**src/frpd_defs.svh**
```systemverilog
// Constants for the flash read-parameter and power-down block.
`ifndef FRPD_DEFS_SVH
`define FRPD_DEFS_SVH
`define FRPD_CMD_SET_PARAM 8'hC0
`define FRPD_CMD_WRAP 8'h77
`define FRPD_CMD_PDOWN 8'hB9
`define FRPD_CMD_RELEASE 8'hAB
`define FRPD_CMD_RST_EN 8'h66
`define FRPD_CMD_RST 8'h99
`define FRPD_CMD_QPI_ON 8'h38
`define FRPD_CMD_QPI_OFF 8'hFF
`define FRPD_CMD_WREN 8'h06
`define FRPD_CMD_PP 8'h02
`define FRPD_CMD_SE 8'h20
`define FRPD_DUMMY_RST 2'h3
`define FRPD_WRAPDIS_RST 1'h1
`define FRPD_WRAPLEN_RST 2'h0
`define FRPD_DUMMY_BIT 4
`define FRPD_WRAPDIS_BIT 2
`define FRPD_WRAPLEN_BIT 0
`define FRPD_WRAP_WDIS_BIT 4
`define FRPD_WRAP_WLEN_BIT 5
`define FRPD_CLK_NS 4
`define FRPD_TDP_NS 3000
`define FRPD_WAKE_RECOVERY_TIME_NS 8000
`define FRPD_WAKE_WITH_ID_RECOVERY_TIME_NS 8000
`define FRPD_TDP_CYC ((`FRPD_TDP_NS + `FRPD_CLK_NS - 1) / `FRPD_CLK_NS)
`define FRPD_WAKE_RECOVERY_TIME_CYC ((`FRPD_WAKE_RECOVERY_TIME_NS + `FRPD_CLK_NS - 1) / `FRPD_CLK_NS)
`define FRPD_WAKE_WITH_ID_RECOVERY_TIME_CYC ((`FRPD_WAKE_WITH_ID_RECOVERY_TIME_NS + `FRPD_CLK_NS - 1) / `FRPD_CLK_NS)
`define FRPD_HOST_DIV 4
`define FRPD_WIP_CYC 64
`endif

```
**src/frpd_pkg.sv**
```systemverilog
// Types for the two ends of the flash command link, one enum per end.
package frpd_pkg;
	typedef enum {FRPD_DEV_STANDBY, FRPD_DEV_ENTERING, FRPD_DEV_PDOWN,
		FRPD_DEV_WAKING} frpd_pwr_t;
	typedef enum {FRPD_H_IDLE, FRPD_H_SHIFT, FRPD_H_GAP} frpd_hstate_t;
endpackage

```
**src/frpd_link_if.sv**
```systemverilog
// Link between host controller and flash device: select, clock, data lines.
`timescale 1ns/1ps
interface frpd_link_if;
	logic cs_n;
	logic sck;
	logic [3:0] io_host;
	logic [3:0] io_host_oe;
	logic [3:0] io_dev;
	logic [3:0] io_dev_oe;
	modport dev (input cs_n, input sck, input io_host, input io_host_oe,
		output io_dev, output io_dev_oe);
	modport host (output cs_n, output sck, output io_host,
		output io_host_oe, input io_dev, input io_dev_oe);
endinterface

```
**src/frpd_device.sv**
```systemverilog
// Flash device end: read parameters, wrap control and deep power-down.
// Functional notes
// - Quad-mode read-parameter command sets dummy count.
// - Serial mode rejects the read-parameter command.
// - Host reprograms dummy count after entering quad.
// - Leaving quad mode restores default dummy count.
// - Reset gives 8-byte wrap, 8 dummy clocks.
// - One wrap length shared by both modes.
// - Wrap disable bit, default one, gates wrap.
// - Wrapping address returns to aligned section start.
// - Dedicated wrap reads always wrap in quad.
// - Dummy select 00/01=4, 10=6, 11=8.
// - Wrap select 00=8,01=16,10=32,11=64 bytes.
// - Only power-down command enters lowest power.
// - Power-down ignores all but release and reset.
// - Power-down needs select rise at bit eight.
// - Power-down entry completes after entry time.
// - Power-down rejected while write cycle runs.
// - Power-up always lands in standby.
// - Bare release blocks commands for recovery time.
// - Release with three dummies shifts identification byte.
// - Identification wake blocks commands for its own recovery time, same by default.
// - Release ignored while write in progress.
// - Select high without cycle means standby.
`timescale 1ns/1ps
`include "frpd_defs.svh"
module frpd_device #(
	parameter logic [7:0] ID_BYTE = 8'h5A, // Arbitrary value.
	parameter int TDP_CYC = `FRPD_TDP_CYC,
	parameter int WAKE_RECOVERY_TIME_CYC = `FRPD_WAKE_RECOVERY_TIME_CYC,
	parameter int WAKE_WITH_ID_RECOVERY_TIME_CYC = `FRPD_WAKE_WITH_ID_RECOVERY_TIME_CYC,
	parameter int WIP_CYC = `FRPD_WIP_CYC
) (
	// Clock and reset
	input wire logic MCLK,
	input wire logic RESETN,
	// Link
	frpd_link_if.dev LINK,
	// Status
	output logic QUAD_MODE,
	output logic DEEP_POWER_DOWN,
	output logic STANDBY,
	output logic BUSY_RECOVERING,
	output logic WRITE_IN_PROGRESS_FLAG,
	output logic [3:0] DUMMY_CLOCKS,
	output logic WRAP_DISABLE_BIT,
	output logic [6:0] WRAP_BYTES,
	// Wrapping address walk
	input wire logic [23:0] READ_ADDR,
	input wire logic DEDICATED_WRAP_READ,
	output logic [23:0] NEXT_ADDR
);
	import frpd_pkg::*;

	typedef struct packed {
		logic [2:0] cs_s;
		logic [2:0] sck_s;
		logic [3:0] io_s1;
		logic [3:0] io_s2;
		logic [5:0] bitcnt;
		logic [7:0] cmd;
		logic [31:0] sh;
		logic quad;
		logic rst_en;
		logic [1:0] dummy_count_select;
		logic wrap_disable_bit;
		logic [1:0] wrap_length_select;
		frpd_pwr_t pwr;
		logic [15:0] timer;
		logic [15:0] wip_cnt;
		logic wel;
		logic [2:0] idx;
		logic so;
	} frpd_dev_state_t;

	frpd_dev_state_t st_ff;
	frpd_dev_state_t nxt_st;

	function automatic logic [3:0] dummy_of(input logic [1:0] sel);
		unique case (sel)
			2'h0, 2'h1: dummy_of = 4'h4;
			2'h2: dummy_of = 4'h6;
			2'h3: dummy_of = 4'h8;
		endcase
	endfunction

	function automatic logic [6:0] wrap_of(input logic [1:0] sel);
		wrap_of = 7'h08 << sel;
	endfunction

	logic cs_n_s;
	logic cs_rise;
	logic cs_fall;
	logic sck_rise;
	logic sck_fall;
	logic cmd_ok;
	logic [5:0] width;
	logic [5:0] mask;

	assign cs_n_s = st_ff.cs_s[1];
	assign cs_rise = st_ff.cs_s[1] & ~st_ff.cs_s[2];
	assign cs_fall = ~st_ff.cs_s[1] & st_ff.cs_s[2];
	assign sck_rise = st_ff.sck_s[1] & ~st_ff.sck_s[2];
	assign sck_fall = ~st_ff.sck_s[1] & st_ff.sck_s[2];
	assign width = st_ff.quad ? 6'h04 : 6'h01;
	assign cmd_ok = (st_ff.bitcnt == 6'h08);
	assign mask = 6'(wrap_of(st_ff.wrap_length_select) - 7'h01);

	always_comb begin
		nxt_st = st_ff;
		nxt_st.cs_s = {st_ff.cs_s[1:0], LINK.cs_n};
		nxt_st.sck_s = {st_ff.sck_s[1:0], LINK.sck};
		nxt_st.io_s1 = LINK.io_host;
		nxt_st.io_s2 = st_ff.io_s1;
		if (st_ff.wip_cnt != 16'h0000) begin
			nxt_st.wip_cnt = st_ff.wip_cnt - 16'h0001;
		end
		if (st_ff.timer != 16'h0000) begin
			nxt_st.timer = st_ff.timer - 16'h0001;
		end
		unique case (st_ff.pwr)
			FRPD_DEV_ENTERING: if (st_ff.timer == 16'h0000) begin
				nxt_st.pwr = FRPD_DEV_PDOWN;
			end
			FRPD_DEV_WAKING: if (st_ff.timer == 16'h0000) begin
				nxt_st.pwr = FRPD_DEV_STANDBY;
			end
			default: ;
		endcase
		if (cs_fall) begin
			nxt_st.bitcnt = 6'h00;
			nxt_st.sh = 32'h0;
			nxt_st.idx = 3'h7;
		end else if (!cs_n_s && sck_rise && st_ff.bitcnt < 6'h30) begin
			if (st_ff.quad) begin
				nxt_st.sh = {st_ff.sh[27:0], st_ff.io_s2};
			end else begin
				nxt_st.sh = {st_ff.sh[30:0], st_ff.io_s2[0]};
			end
			nxt_st.bitcnt = st_ff.bitcnt + width;
			if (st_ff.bitcnt + width == 6'h08) begin
				nxt_st.cmd = st_ff.quad ? {st_ff.sh[3:0], st_ff.io_s2}
					: {st_ff.sh[6:0], st_ff.io_s2[0]};
			end
		end
		// Identification byte repeats MSB first on falling edges.
		if (!cs_n_s && sck_fall && st_ff.cmd == `FRPD_CMD_RELEASE
			&& st_ff.bitcnt >= 6'h20 && st_ff.wip_cnt == 16'h0000) begin
			nxt_st.so = ID_BYTE[st_ff.idx];
			nxt_st.idx = st_ff.idx - 3'h1;
		end
		// Commands act at the select rise; partial bytes do nothing.
		if (cs_rise && st_ff.pwr != FRPD_DEV_ENTERING
			&& st_ff.pwr != FRPD_DEV_WAKING && st_ff.bitcnt >= 6'h08) begin
			nxt_st.rst_en = 1'b0;
			if (st_ff.pwr == FRPD_DEV_PDOWN) begin
				// Everything else is ignored while powered down.
				if (st_ff.cmd == `FRPD_CMD_RELEASE) begin
					nxt_st.pwr = FRPD_DEV_WAKING;
					nxt_st.timer = (st_ff.bitcnt >= 6'h20) ? 16'(WAKE_WITH_ID_RECOVERY_TIME_CYC)
						: 16'(WAKE_RECOVERY_TIME_CYC);
				end else if (st_ff.cmd == `FRPD_CMD_RST_EN && cmd_ok) begin
					nxt_st.rst_en = 1'b1;
				end else if (st_ff.cmd == `FRPD_CMD_RST && cmd_ok
					&& st_ff.rst_en) begin
					nxt_st.pwr = FRPD_DEV_STANDBY;
					nxt_st.dummy_count_select = `FRPD_DUMMY_RST;
					nxt_st.wrap_disable_bit = `FRPD_WRAPDIS_RST;
					nxt_st.wrap_length_select = `FRPD_WRAPLEN_RST;
					nxt_st.quad = 1'b0;
					nxt_st.wel = 1'b0;
				end
			end else begin
				unique case (st_ff.cmd)
					`FRPD_CMD_SET_PARAM: if (st_ff.quad
						&& st_ff.bitcnt >= 6'h10) begin
						nxt_st.dummy_count_select =
							st_ff.sh[`FRPD_DUMMY_BIT +: 2];
						nxt_st.wrap_disable_bit =
							st_ff.sh[`FRPD_WRAPDIS_BIT];
						nxt_st.wrap_length_select =
							st_ff.sh[`FRPD_WRAPLEN_BIT +: 2];
					end
					`FRPD_CMD_WRAP: if (!st_ff.quad
						&& st_ff.bitcnt >= 6'h28) begin
						nxt_st.wrap_length_select =
							st_ff.sh[`FRPD_WRAP_WLEN_BIT +: 2];
						nxt_st.wrap_disable_bit =
							st_ff.sh[`FRPD_WRAP_WDIS_BIT];
					end
					`FRPD_CMD_PDOWN: if (cmd_ok
						&& st_ff.wip_cnt == 16'h0000) begin
						nxt_st.pwr = FRPD_DEV_ENTERING;
						nxt_st.timer = 16'(TDP_CYC);
					end
					`FRPD_CMD_QPI_ON: if (cmd_ok) begin
						nxt_st.quad = 1'b1;
					end
					`FRPD_CMD_QPI_OFF: if (cmd_ok && st_ff.quad) begin
						nxt_st.quad = 1'b0;
						nxt_st.dummy_count_select = `FRPD_DUMMY_RST;
					end
					`FRPD_CMD_WREN: if (cmd_ok) begin
						nxt_st.wel = 1'b1;
					end
					`FRPD_CMD_PP, `FRPD_CMD_SE: if (st_ff.wel
						&& st_ff.wip_cnt == 16'h0000) begin
						nxt_st.wel = 1'b0;
						nxt_st.wip_cnt = 16'(WIP_CYC);
					end
					`FRPD_CMD_RST_EN: if (cmd_ok) begin
						nxt_st.rst_en = 1'b1;
					end
					`FRPD_CMD_RST: if (cmd_ok && st_ff.rst_en) begin
						nxt_st.dummy_count_select = `FRPD_DUMMY_RST;
						nxt_st.wrap_disable_bit = `FRPD_WRAPDIS_RST;
						nxt_st.wrap_length_select = `FRPD_WRAPLEN_RST;
						nxt_st.quad = 1'b0;
						nxt_st.wel = 1'b0;
					end
					default: ;
				endcase
			end
		end
	end

	always_ff @(posedge MCLK) begin
		if (!RESETN) begin
			st_ff <= '{cs_s: 3'h7, sck_s: 3'h0, io_s1: 4'h0, io_s2: 4'h0,
				bitcnt: 6'h00, cmd: 8'h00, sh: 32'h0, quad: 1'b0,
				rst_en: 1'b0, dummy_count_select: `FRPD_DUMMY_RST,
				wrap_disable_bit: `FRPD_WRAPDIS_RST,
				wrap_length_select: `FRPD_WRAPLEN_RST,
				pwr: FRPD_DEV_STANDBY, timer: 16'h0000,
				wip_cnt: 16'h0000, wel: 1'b0, idx: 3'h7,
				so: 1'b0};
		end else begin
			st_ff <= nxt_st;
		end
	end

	// Address walk: wrap keeps the upper bits and rolls the low ones.
	always_comb begin
		NEXT_ADDR = READ_ADDR + 24'h000001;
		if (st_ff.quad && (DEDICATED_WRAP_READ
			|| !st_ff.wrap_disable_bit)) begin
			NEXT_ADDR = {READ_ADDR[23:6], (READ_ADDR[5:0] & ~mask)
				| ((READ_ADDR[5:0] + 6'h01) & mask)};
		end
	end

	assign LINK.io_dev = {3'h0, st_ff.so};
	assign LINK.io_dev_oe = {3'h0, !cs_n_s && st_ff.cmd == `FRPD_CMD_RELEASE
		&& st_ff.bitcnt >= 6'h20};
	assign QUAD_MODE = st_ff.quad;
	assign DEEP_POWER_DOWN = (st_ff.pwr == FRPD_DEV_PDOWN);
	assign STANDBY = cs_n_s && st_ff.pwr == FRPD_DEV_STANDBY
		&& st_ff.wip_cnt == 16'h0000;
	assign BUSY_RECOVERING = (st_ff.pwr == FRPD_DEV_WAKING);
	assign WRITE_IN_PROGRESS_FLAG = (st_ff.wip_cnt != 16'h0000);
	assign DUMMY_CLOCKS = dummy_of(st_ff.dummy_count_select);
	assign WRAP_DISABLE_BIT = st_ff.wrap_disable_bit;
	assign WRAP_BYTES = wrap_of(st_ff.wrap_length_select);
endmodule // frpd_device

```
**src/flat_wrapper.sv**
```systemverilog
// flat-port wrapper written by rule: the top's interface ports become plain ports
module frpd_device_flat import frpd_pkg::*;
#(
	parameter logic [7:0] ID_BYTE = 8'h5A,                    
	parameter int TDP_CYC = `FRPD_TDP_CYC,
	parameter int WAKE_RECOVERY_TIME_CYC = `FRPD_WAKE_RECOVERY_TIME_CYC,
	parameter int WAKE_WITH_ID_RECOVERY_TIME_CYC = `FRPD_WAKE_WITH_ID_RECOVERY_TIME_CYC,
	parameter int WIP_CYC = `FRPD_WIP_CYC
)
  (MCLK, RESETN, QUAD_MODE, DEEP_POWER_DOWN, STANDBY, BUSY_RECOVERING, WRITE_IN_PROGRESS_FLAG, DUMMY_CLOCKS, WRAP_DISABLE_BIT, WRAP_BYTES, READ_ADDR, DEDICATED_WRAP_READ, NEXT_ADDR, LINK_cs_n, LINK_sck, LINK_io_host, LINK_io_host_oe, LINK_io_dev, LINK_io_dev_oe);
  frpd_link_if LINK_i ();
  input wire logic MCLK;
  input wire logic RESETN;
  output logic QUAD_MODE;
  output logic DEEP_POWER_DOWN;
  output logic STANDBY;
  output logic BUSY_RECOVERING;
  output logic WRITE_IN_PROGRESS_FLAG;
  output logic [3:0] DUMMY_CLOCKS;
  output logic WRAP_DISABLE_BIT;
  output logic [6:0] WRAP_BYTES;
  input wire logic [23:0] READ_ADDR;
  input wire logic DEDICATED_WRAP_READ;
  output logic [23:0] NEXT_ADDR;
  input wire logic [$bits(LINK_i.cs_n)-1:0] LINK_cs_n;
  input wire logic [$bits(LINK_i.sck)-1:0] LINK_sck;
  input wire logic [$bits(LINK_i.io_host)-1:0] LINK_io_host;
  input wire logic [$bits(LINK_i.io_host_oe)-1:0] LINK_io_host_oe;
  output wire logic [$bits(LINK_i.io_dev)-1:0] LINK_io_dev;
  output wire logic [$bits(LINK_i.io_dev_oe)-1:0] LINK_io_dev_oe;
  assign LINK_i.cs_n = LINK_cs_n;
  assign LINK_i.sck = LINK_sck;
  assign LINK_i.io_host = LINK_io_host;
  assign LINK_i.io_host_oe = LINK_io_host_oe;
  assign LINK_io_dev = LINK_i.io_dev;
  assign LINK_io_dev_oe = LINK_i.io_dev_oe;
  frpd_device #(.ID_BYTE(ID_BYTE), .TDP_CYC(TDP_CYC), .WAKE_RECOVERY_TIME_CYC(WAKE_RECOVERY_TIME_CYC), .WAKE_WITH_ID_RECOVERY_TIME_CYC(WAKE_WITH_ID_RECOVERY_TIME_CYC), .WIP_CYC(WIP_CYC)) u_core (.MCLK(MCLK), .RESETN(RESETN), .LINK(LINK_i), .QUAD_MODE(QUAD_MODE), .DEEP_POWER_DOWN(DEEP_POWER_DOWN), .STANDBY(STANDBY), .BUSY_RECOVERING(BUSY_RECOVERING), .WRITE_IN_PROGRESS_FLAG(WRITE_IN_PROGRESS_FLAG), .DUMMY_CLOCKS(DUMMY_CLOCKS), .WRAP_DISABLE_BIT(WRAP_DISABLE_BIT), .WRAP_BYTES(WRAP_BYTES), .READ_ADDR(READ_ADDR), .DEDICATED_WRAP_READ(DEDICATED_WRAP_READ), .NEXT_ADDR(NEXT_ADDR));
endmodule
```
**config.mk**
```make
export PLATFORM = sky130hd
export DESIGN_NAME = frpd_device_flat
export DESIGN_NICKNAME = d
export VERILOG_FILES = /design/src/frpd_pkg.sv /design/src/frpd_link_if.sv /design/src/frpd_device.sv /design/src/flat_wrapper.sv
export VERILOG_INCLUDE_DIRS = /design/src
export SDC_FILE = /design/constraint.sdc
export NUM_CORES = 1
export LEC_CHECK = 0
export BUFFER_PORTS_ARGS = -buffer_cell sky130_fd_sc_hd__buf_2
export CORE_MARGIN = 1
export CORE_UTILIZATION = 55
export DETAILED_ROUTE_END_ITERATION = 7
export PLACE_DENSITY = 0.77
export SLEW_MARGIN = 15
export SYNTH_ARGS = -nofsm -noshare
export SYNTH_HDL_FRONTEND = slang
export SYNTH_SLANG_ARGS = --single-unit
export TNS_END_PERCENT = 50
```
**constraint.sdc**
```tcl
create_clock -name MCLK -period 4 [get_ports MCLK]
set_clock_uncertainty 0.1 [all_clocks]
set_input_delay 0.8 -clock MCLK [delete_from_list [all_inputs] [get_ports MCLK]]
set_output_delay 0.8 -clock MCLK [all_outputs]
set_load 0.01 [all_outputs]
```
== Word level (Yosys, flattened, before mapping) ==
Memories as Yosys holds them, arrays and structs flattened. A register that Yosys moved wholly into a read port is not among the register bits.
Index checks and enable logic that the tools add are counted.

* Flip-flop bits (word level): 111
* Bits in latches: 0
* Bits in writable memories: 0
* Bits in read-only memories: 8
* Bits of input ports: 37
* Memories: 1

{| class="wikitable"
|+ Memory list
! memory !! words !! width !! rd ports !! clocked after Yosys merged registers in !! wr ports !! line !! RTL
|-
| (no name shown) || 8 || 1 || 1 || 1 || 0 || frpd_device.sv:149 || <nowiki>nxt_st.so = ID_BYTE[st_ff.idx];</nowiki>
|}

* Add/subtract/negate cells: 7
* $mul: 0
* Div/mod/pow operators: 0
* Magnitude comparators: 6
* Equality and inequality tests: 32
* Shifts and indexed selects: 1
* Mux-type cells: 45
* Bitwise gates (word level): 14
* Reduce and logical (&&, ||, !) cells: 46

{| class="wikitable"
|+ Operator list
! operator !! number
|-
| $mux 32 || 3
|-
| $mux 48 || 2
|-
| $mux 16 || 5
|-
| $mux 37 || 2
|-
| $mux 65 || 1
|-
| $eq 32x3->1 const B || 2
|-
| $pmux 32 s2 || 1
|-
| $mux 55 || 1
|-
| $eq 8x8->1 const B || 5
|-
| $eq 32x1->1 const B || 1
|-
| $eq 32x2->1 const B || 1
|-
| $logic_not 16->1 || 2
|-
| $logic_not 32->1 || 1
|-
| $ne 32x2->1 const B || 1
|-
| $ne 32x3->1 const B || 1
|-
| $reduce_and 8->1 || 4
|-
| $reduce_bool 16->1 || 2
|-
| $sub 16x1->16 const B || 2
|-
| $add 24x1->24 const B || 1
|-
| $mux 24 || 1
|-
| $logic_and 1x1->1 || 23
|-
| $ne 3x2->1 const B || 6
|-
| $mux 17 || 1
|-
| $eq 8x6->1 const B || 2
|-
| 42 further kinds || 80
|}

== Logic depth before layout (Yosys ltp) ==
Gate-level depths: netlist of run 1.

* Depth after elaboration: 9
* Mapped depth: 11
* Gate-level depth less buffers: 9

== Worst setup path before layout of run 1 ==
Ideal clock, no wire load.

* Path kind: input-to-output
* Start point: input DEDICATED_WRAP_READ
* End point: output NEXT_ADDR[21]
* Arrival time: 2.347 ns
* Setup slack: 0.753 ns
* Stages: 6
* Path through: nand2b_1 -> a2111o_1 -> nor3b_1 -> and3_1 -> nand3_1 -> xnor2_1

* Longest elaborated chain between the ends: 3

{| class="wikitable"
|+ RTL lines
! what !! line !! RTL
|-
| start: declaration || flat_wrapper.sv:23 || <nowiki>input wire logic DEDICATED_WRAP_READ;</nowiki>
|-
| $logic_or 1x1->1 || frpd_device.sv:246 || <nowiki>|| !st_ff.wrap_disable_bit)) begin</nowiki>
|-
| $logic_and 1x1->1 || frpd_device.sv:245 || <nowiki>if (st_ff.quad && (DEDICATED_WRAP_READ</nowiki>
|-
| $mux 24 || frpd_device.sv:245 ||
|-
| end: declaration || flat_wrapper.sv:24 || <nowiki>output logic [23:0] NEXT_ADDR;</nowiki>
|}

No other way between the ends.

== Worst setup path in the final report of run 1 ==
Ends and elaborated chain as after synthesis.

==> run_results.csv, run 1 <==
group,metric,value,unit
final_layout,final_net_count,746,
synthesis,async_flop_share,0,%
die,row_count,36,
drt,detail-route-antenna-nets,0,
power_and_ir_drop,leakage,2.555,nW
grt,antenna_found_initial,0,
synthesis,synth-seq-area-share,39.56,%
power_and_ir_drop,p_per_area,463.1,nW/µm²
cts,cts_tree,"built",
worst_hold_path,whs_path_depth,1,
cts,cts_htree_levels,3,
drt,top_layer,"met4",
synthesis,synth-seq-cells,112,
worst_setup_path,critPathMaxFanout,4,
timing,rsz0062_at_grt,"false",
synthesis,yosysWarnings,0,
final_layout,drive_gt1_share,15.58,%
timing,period_share,86.74,%
cts,cts_sinks,112,
grt,grt.total_usage,22.16,%
timing,max_freq,288.2,MHz
die,die_area,10720,µm²
synthesis,synth_top_cell_by_area,"dfxtp_1",
synthesis,syn_area,5668,µm²
timing,setup_viol,0,
worst_setup_path,cp-start-kind,"input port",
drt,drt-met1-wl,5.410,mm
placed_design,gp_congestion,0.9260,
worst_setup_path,critPathArrivalTime,2570,ps
cts,cts_buffer_depth,2,
cts,ctsResizeCount,0,
drt,dr_wl_met2,5.745,mm
drt,wire_per_inst,13.83,µm
drt,route.detailed.drc,0,
drt,via_per_inst,5.507,
worst_setup_path,critPathKind,"input port to output pin",
placed_design,port_buffers,71,
synthesis,synth_ff_type,"dfxtp_1",
drt,wirelength,11.61,mm
timing,hold_viol,0,
final_layout,fillers,833,
worst_setup_path,cp.required,3100,ps
run_status,outcome,"finished clean",
synthesis,yosysTopAreaCellShare,39.56,%
synthesis,syn_inst,648,
drt,initialDrtViolationCount,253,
cts,cts_setup_buffers,0,
timing,max_slew.worst_pin.slew,923.0,ps
worst_setup_path,end_kind,"output pin",
cts,cts_root_buf,"clkbuf_8",
drt,met3_length,331,µm
cts,ctsHoldBuffers,0,
synthesis,ys_top_cells_by_area,"dfxtp_1 (40%), xnor2_1 (5.4%), and2_1 (5.2%), nor2_1 (3.8%), nand2_1 (3.4%)",
die,core_area,9864,µm²
die,die_y,103.5,µm
timing,relSlewSlack,38.47,%
synthesis,yosysUniqueCellTypes,67,
synthesis,synth_edf_count,0,
die,ioPinCount,86,
drt,vias,4620,
timing,period_needed,3470,ps
timing,drv_slew,0,
power_and_ir_drop,power,0.002873,W
job,drv_cap,0,
cts,cts_made_buffers,9,
worst_setup_path,reg2reg_depth,6,
die,initial_core_util,57.46,%
cts,path_clk_slew,100,ps
worst_hold_path,hp-class,"register to register",
drt,first_pass_iters,4,
grt,grt_pass1_vias,4347,
synthesis,avgSynthCellArea,8.747,µm²
power_and_ir_drop,irDropWorstVdd,207.9,µV
grt,grt_max_degree,31,
final_layout,antenna_cells,0,
grt,overflow,0,
placed_design,hpwlAfterDp,8.671,mm
timing,finalSetupTns,0,ps
grt,grt_pass1_wl,19.70,mm
final_layout,syn_to_final_growth,9.470,%
cts,clock_latency,370,ps
die,die_w,103.5,µm
-- synth_stat cells, types with 3 or more instances --
cell type,count
dfxtp_1,112
nor2_1,58
nand2_1,52
and2_1,47
xnor2_1,35
nand3_1,24
inv_1,21
nor4_1,20
a21oi_1,18
clkbuf_1,18
nor3_1,18
xor2_1,17
mux2i_1,15
nor2b_1,14
o21ai_0,13
buf_4,12
and3_1,10
nand4_1,10
or4_1,10
or3_1,9
nand2b_1,8
ha_1,7
a211oi_1,6
a21boi_0,6
o211a_1,6
buf_2,5
buf_6,5
nor3b_1,5
a21o_1,4
and4_1,4
o211ai_1,4
a21boi_1,3
a31oi_1,3
mux2_2,3
o22ai_1,3
or2_2,3
-- routing by layer --
layer,global-route usage (%),vias to the layer above
li1,-,2353
met4,5.590,0
met1,27.99,2192
met5,0,-
met2,39.07,65
met3,3.713,10
-- critical path: stages --
cell	delay [ps]
buf_2	90
nand2b_1	190
a2111o_1	450
nor3b_1	240
buf_4	170
and3_1	210
nand3_1	110
xnor2_1	150
buf_2	150
-- per-stage QoR --
stage / worst slack (ps) / cell area [µm²] / utilization, % / hold WS [ps] / cells
2_1_floorplan: 753.4 / 5702 / - / 286.3 / 657
3_3_place_gp: 607.5 / 6011 / 60.93 / 292.2 / 824
3_5_place_dp: 553.9 / 6011 / 60.93 / 295.5 / 824
4_1_cts: 529.1 / 6205 / 62.90 / 320.2 / 839
5_1_grt: 328.4 / 6205 / 62.90 / 347.1 / 839
6_report: 530.3 / 6205 / 62.90 / 319.0 / 839
-- kinds of logic (layout without fill, tap and decap cells) --
logic type	Yosys count	in the layout	share of synthesized area, %
AO/OA/AOI/OAI	86	86	11.15
adder cells (fa/ha/maj)	7	7	1.545
buffers and inverters	62	111	5.673
AND/OR/NAND/NOR	310	310	30.73
other	1	10	0.06616
multiplexers	18	18	3.245
flip-flops	112	112	39.56
XOR/XNOR	52	52	8.035
-- final cells by class --
type                            instances  area, µm²  share of cell area (%)
Clock buffer                           10      127.6                   2.057
Tap cell                              133      166.4                   2.682
Multi-Input combinational cell        483       3138                   50.57
Timing Repair Buffer                   75      385.4                   6.211
Inverter                               21      78.83                   1.270
Sequential cell                       112       2242                   36.14
Clock inverter                          5      66.31                   1.069
-- where the power goes --
part / internal, W / switching, W / total [W]
Clock: 0.000293 / 0.000374 / 0.000667
Sequential: 0.00123 / 0.000111 / 0.00134
Combinational: 0.000385 / 0.000484 / 0.000870
Total: 0.00190 / 0.000969 / 0.00287
-- path summary, 6_finish.rpt --
kind / start / to / slack, ps
worst max register to register: u_core.st_ff[58] / u_core.st_ff[68] / 1000
worst max-delay path: DEDICATED_WRAP_READ / NEXT_ADDR[21] / 530
worst min-delay path: u_core.nxt_st[134] / u_core.cs_n_s / 320
worst min register to register: u_core.nxt_st[134] / u_core.cs_n_s / 320
-- flip-flops by register name, indices dropped and copies added (netlist names), named ones only --
register / count
u_core.st_ff: 100
u_core.nxt_st: 7
u_core.LINK.io_dev: 1
u_core.QUAD_MODE: 1
u_core.WRAP_DISABLE_BIT: 1
u_core.cs_n_s: 1
-- cells in the final DEF, fill, tap and decap left out, types with 18 or more instances in the layout --
cell and n:
nand3_1 24, nor4_1 20, a21oi_1 18, xnor2_1 35, dfxtp_1 112, nand2_1 52
nor2_1 58, nor3_1 18, inv_1 21, and2_1 47, buf_2 71
Note: power is estimated with default switching activity, not from simulation.
==> inputs of run 2 (changes only) <==
--- a/config.mk
+++ b/config.mk
@@ -9,2 +9,3 @@
 export BUFFER_PORTS_ARGS = -buffer_cell sky130_fd_sc_hd__buf_2
+export CORE_ASPECT_RATIO = 1.25
 export CORE_MARGIN = 1
--- a/constraint.sdc
+++ b/constraint.sdc
@@ -4,2 +4,2 @@
 set_output_delay 0.8 -clock MCLK [all_outputs]
-set_load 0.01 [all_outputs]
+set_load 0.1 [all_outputs]
==> run_results.csv, run 2 (same netlist as run 1, synthesis figures left out) <==
group,metric,value,unit
worst_setup_path,path_cells,"buf_2, nand2b_1, a2111o_1, nor3b_1, and3_1, nand3_1, xnor2_4, buf_12",
cts,ctsResizeCount,0,
power_and_ir_drop,leakage,2.653,nW
placed_design,hpwlAfterDp,8.889,mm
worst_setup_path,timing.rr.start,"u_core.st_ff[62]",
worst_setup_path,ff2ff_setup_slack,1070,ps
placed_design,dpl_cell_area,6187,µm²
drt,wirelength,11.71,mm
cts,cts_made_buffers,9,
cts,ctsHoldBuffers,0,
drt,first_pass_iters,5,
final_layout,antenna_cells,0,
timing,finalSetupTns,0,ps
worst_setup_path,end_kind,"output pin",
power_and_ir_drop,combPwrFrac,33.5,%
worst_setup_path,cp-start-kind,"input port",
placed_design,port_buffers,71,
final_layout,syn_to_final_growth,14.08,%
cts,cts_sinks,112,
drt,initialDrtViolationCount,223,
timing,relSlewSlack,42.90,%
cts,cts_tree,"built",
worst_setup_path,r2r-end,"u_core.st_ff[52]",
worst_setup_path,critPathKind,"input port to output pin",
die,die_area,10720,µm²
worst_setup_path,slowest_delay,460,ps
power_and_ir_drop,irDropWorstVdd,277.0,µV
grt,grt_pass1_vias,4296,
run_status,outcome,"finished clean",
drt,vias,4684,
placed_design,gp_congestion,0.9380,
worst_hold_path,hold_path_end,"u_core.cs_n_s",
die,ioPinCount,86,
worst_setup_path,crit_buf_inv,2,
final_layout,stdcell_area,6466,µm²
drt,via_per_inst,5.610,
drt,top_layer,"met4",
final_layout,final_net_count,746,
grt,grt_max_degree,35,
grt,overflow,0,
cts,clock_latency,350,ps
worst_setup_path,critPathArrivalTime,2800,ps
drt,wire_per_inst,14.02,µm
power_and_ir_drop,clockPowerShare,25.6,%
worst_hold_path,min-delay-start,"u_core.nxt_st[134]",
worst_hold_path,hp-class,"register to register",
timing,max_freq,270.5,MHz
power_and_ir_drop,p_sw,0.001204,W
power_and_ir_drop,power_switching_share,36.84,%
power_and_ir_drop,p_per_area,505.5,nW/µm²
timing,max_slew.worst_pin.slew,856.5,ps
timing,drv_slew,0,
die,die_y,115.5,µm
timing,rsz0062_at_grt,"false",
drt,detail-route-antenna-nets,0,
worst_hold_path,whs_path_depth,1,
drt,met3_length,373,µm
final_layout,mostFrequentLayoutCells,"dfxtp_1 (112), buf_2 (66), nor2_1 (58)",
grt,antenna_found_initial,0,
die,die_w,92.80,µm
timing,period_needed,3697,ps
worst_setup_path,critPathMaxFanout,4,
drt,drt-met1-wl,4.888,mm
job,drv_cap,0,
power_and_ir_drop,p_int,0.002065,W
worst_setup_path,path_delay_family,"simple AND/OR/NAND/NOR gates",
final_layout,final_common_cell,"dfxtp_1",
grt,grt.total_usage,22.31,%
grt,grt_pass1_wl,19.16,mm
cts,cts_root_buf,"clkbuf_16",
final_layout,largest_reg_flops,100,
die,row_count,41,
timing,hold_viol,0,
cts,cts_htree_levels,3,
placed_design,dp_cells,820,
worst_setup_path,reg2reg_depth,6,
cts,cts_setup_buffers,0,
power_and_ir_drop,seqPwrFrac,40.9,%
worst_setup_path,cp_slowest_cell,"a2111o_1",
final_layout,top_register,"u_core.st_ff",
drt,dr_wl_met2,6.104,mm
placed_design,detailedPlace.worstSlack,313.7,ps
final_layout,drive_gt1_share,16.71,%
final_layout,fillers,857,
die,initial_core_util,56.37,%
timing,period_share,92.43,%
final_layout,finalNonFillerCells,835,
cts,cts_buffer_depth,2,
worst_setup_path,cp.required,3100,ps
die,core_area,10050,µm²
drt,route.detailed.drc,0,
timing,layout_setup_ws,302.8,ps
timing,setup_viol,0,
cts,path_clk_slew,70,ps
run 2: cell type report:
| type | instances | area [µm²] | share of cell area, % |
|---|---|---|---|
| clock buffers | 10 | 239.0 | 3.696 |
| well taps | 129 | 161.4 | 2.496 |
| repair buffers | 75 | 460.4 | 7.121 |
| multi-input cells | 483 | 3244 | 50.17 |
| inverters | 21 | 78.83 | 1.219 |
| flip-flops and latches | 112 | 2242 | 34.67 |
| clock inverters | 5 | 40.04 | 0.6192 |
run 2: power groups by stage:
stage | registers [W] | clock network, W | logic [W]
2_1_floorplan | 0.00134 | 0 | 0.000924
3_3_place_gp | 0.00135 | 0 | 0.00105
3_5_place_dp | 0.00136 | 0 | 0.00109
4_1_cts | 0.00134 | 0.000854 | 0.00110
5_1_grt | 0.00135 | 0.000900 | 0.00120
6_report | 0.00134 | 0.000837 | 0.00110
run 2: routing by layer:
| metal | vias up | global-route usage (%) |
|---|---|---|
| li1 | 2357 | - |
| met5 | - | 0 |
| met2 | 100 | 39.12 |
| met1 | 2191 | 25.94 |
| met3 | 36 | 4.134 |
| met4 | 0 | 11.49 |
run 2: worst reg2reg max path: stages, from the launching register on:
cell and delay (ps):
dfxtp_1 330, nor4_1 380, nand4_1 350, nor3_1 590, o41ai_4 210, a21oi_2 670
and2_1 240
run 2: worst max-delay path by stage:
stage | startpoint | to | slack, ps | cells past startpoint
after floorplan | u_core.WRAP_DISABLE_BIT | NEXT_ADDR[9] | -510 | 5
after global placement | DEDICATED_WRAP_READ | NEXT_ADDR[23] | 360 | 8
after detailed placement | DEDICATED_WRAP_READ | NEXT_ADDR[23] | 310 | 8
after CTS | DEDICATED_WRAP_READ | NEXT_ADDR[23] | 300 | 8
after global routing | DEDICATED_WRAP_READ | NEXT_ADDR[20] | 220 | 8
final | DEDICATED_WRAP_READ | NEXT_ADDR[23] | 300 | 8
run 2: per-stage QoR:
stage               utilization, %  hold WS [ps]  power [W]
floorplan                        -         286.3   0.002260
global placement             61.54         293.1   0.002404
detailed placement           61.54         290.9   0.002449
CTS                          64.31         308.1   0.003290
global route                 64.31         349.2   0.003456
finish                       64.31         307.0   0.003269
==> inputs of run 3 (changes only) <==
- PLACE_DENSITY: 0.77 -> 0.85
==> run_results.csv, run 3 (same netlist as run 1, synthesis figures left out) <==
group,metric,value,unit
cts,cts_setup_buffers,0,
final_layout,top_register,"u_core.st_ff",
drt,vias,4811,
worst_setup_path,cp_slowest_cell,"a2111o_1",
timing,max_freq,273.2,MHz
cts,cts_made_buffers,9,
die,core_area,10050,µm²
power_and_ir_drop,p_per_area,517.8,nW/µm²
run_status,outcome,"finished clean",
cts,cts_buffer_depth,2,
drt,wirelength,12.44,mm
timing,max_slew.worst_pin.slew,883.0,ps
placed_design,dp_cells,820,
cts,path_clk_slew,80,ps
timing,whs,321.8,ps
cts,ctsResizeCount,0,
final_layout,final_net_count,746,
timing,period_share,91.50,%
worst_setup_path,crit_buf_inv,2,
cts,clock_latency,350,ps
timing,finalSetupTns,0,ps
placed_design,hpwlAfterDp,9.040,mm
worst_setup_path,critPathKind,"input port to output pin",
grt,overflow,0,
power_and_ir_drop,leakage,2.681,nW
placed_design,port_buffers,71,
grt,grt_pass1_wl,20.64,mm
timing,period_needed,3660,ps
timing,drv_slew,0,
final_layout,largest_reg_flops,100,
grt,grt_max_degree,34,
die,die_y,115.5,µm
grt,grt_pass1_vias,4782,
placed_design,gp_congestion,0.9474,
final_layout,syn_to_final_growth,14.79,%
grt,grt.total_usage,23.74,%
die,die_w,92.80,µm
worst_setup_path,cp-start-kind,"input port",
drt,initialDrtViolationCount,235,
final_layout,final_common_cell,"dfxtp_1",
worst_setup_path,path_cells,"buf_2, nand2b_1, a2111o_1, nor3b_1, and3_1, nand3_1, xnor2_4, buf_12",
cts,cts_root_buf,"clkbuf_16",
worst_hold_path,hp-class,"register to register",
cts,cts_tree,"built",
worst_setup_path,cp.required,3100,ps
worst_setup_path,critPathMaxFanout,4,
final_layout,mostFrequentLayoutCells,"dfxtp_1 (112), buf_2 (66), nor2_1 (58)",
cts,ctsHoldBuffers,0,
cts,cts_htree_levels,3,
final_layout,finalNonFillerCells,836,
power_and_ir_drop,irDropWorstVdd,305.2,µV
timing,hold_viol,0,
drt,first_pass_iters,5,
grt,antenna_found_initial,0,
drt,detail-route-antenna-nets,0,
die,ioPinCount,86,
cts,cts_sinks,112,
worst_setup_path,end_kind,"output pin",
final_layout,antenna_cells,0,
worst_setup_path,path_delay_family,"simple AND/OR/NAND/NOR gates",
timing,relSlewSlack,41.14,%
timing,setup_viol,0,
drt,wire_per_inst,14.87,µm
job,drv_cap,0,
final_layout,drive_gt1_share,16.83,%
drt,via_per_inst,5.755,
drt,route.detailed.drc,0,
die,initial_core_util,56.37,%
die,row_count,41,
worst_setup_path,slowest_delay,460,ps
timing,rsz0062_at_grt,"false",
worst_setup_path,critPathArrivalTime,2760,ps
die,die_area,10720,µm²
==> run 3: cell count changes in the layout (fill, tap and decap cells not counted) <==
cell,before,now
inv_6,2,1
clkinvlp_4,3,0
clkinv_8,0,3
inv_8,0,2
==> run 3: area by class of cell <==
| class | instances | area (µm²) |
|---|---|---|
| clock inverters | 6 | 80.08 |
| clock buffers | 10 | 239.0 |
| multi-input cells | 483 | 3244 |
| repair buffers | 75 | 460.4 |
| fillers | 838 | 3548 |
| flip-flops and latches | 112 | 2242 |
| inverters | 21 | 78.83 |
| well taps | 129 | 161.4 |
==> run 3: metal layers <==
| metal | part of all wire, % | vias up | wire length, µm | GRT usage, % |
|---|---|---|---|---|
| li1 | - | 2354 | - | - |
| met1 | 42 | 2305 | 5165 | 25.96 |
| met2 | 52 | 115 | 6463 | 43.63 |
| met3 | 3.6 | 37 | 447 | 4.593 |
| met4 | 2.9 | 0 | 358 | 11.79 |
| met5 | 0 | - | 0 | 0 |
==> run 3: worst paths after layout <==
| kind | cells after the start | endpoint | slack [ps] | startpoint |
|---|---|---|---|---|
| setup / recovery | 8 | NEXT_ADDR[23] | 340 | DEDICATED_WRAP_READ |
| hold / removal | 1 | u_core.cs_n_s | 320 | u_core.nxt_st[134] |
| setup reg to reg | 6 | u_core.st_ff[65] | 1080 | u_core.st_ff[58] |
| hold reg to reg | 1 | u_core.cs_n_s | 320 | u_core.nxt_st[134] |
==> run 3: power by group <==
| group | total (W) | switching [W] | internal, W |
|---|---|---|---|
| registers | 0.00134 | 0.000116 | 0.00123 |
| logic | 0.00112 | 0.000717 | 0.000399 |
| clock network | 0.000913 | 0.000446 | 0.000467 |
==> run 3: per-stage QoR <==
stage               utilization (%)  cell area [µm²]  setup WS, ps  total power [W]
finish                        64.71             6506         340.1         0.003369
global route                  64.71             6506         219.7         0.003552
CTS                           64.71             6506         345.5         0.003374
detailed placement            61.54             6187         361.7         0.002453
global placement              61.54             6187         383.5         0.002400
floorplan                         -             5808        -511.1         0.002260
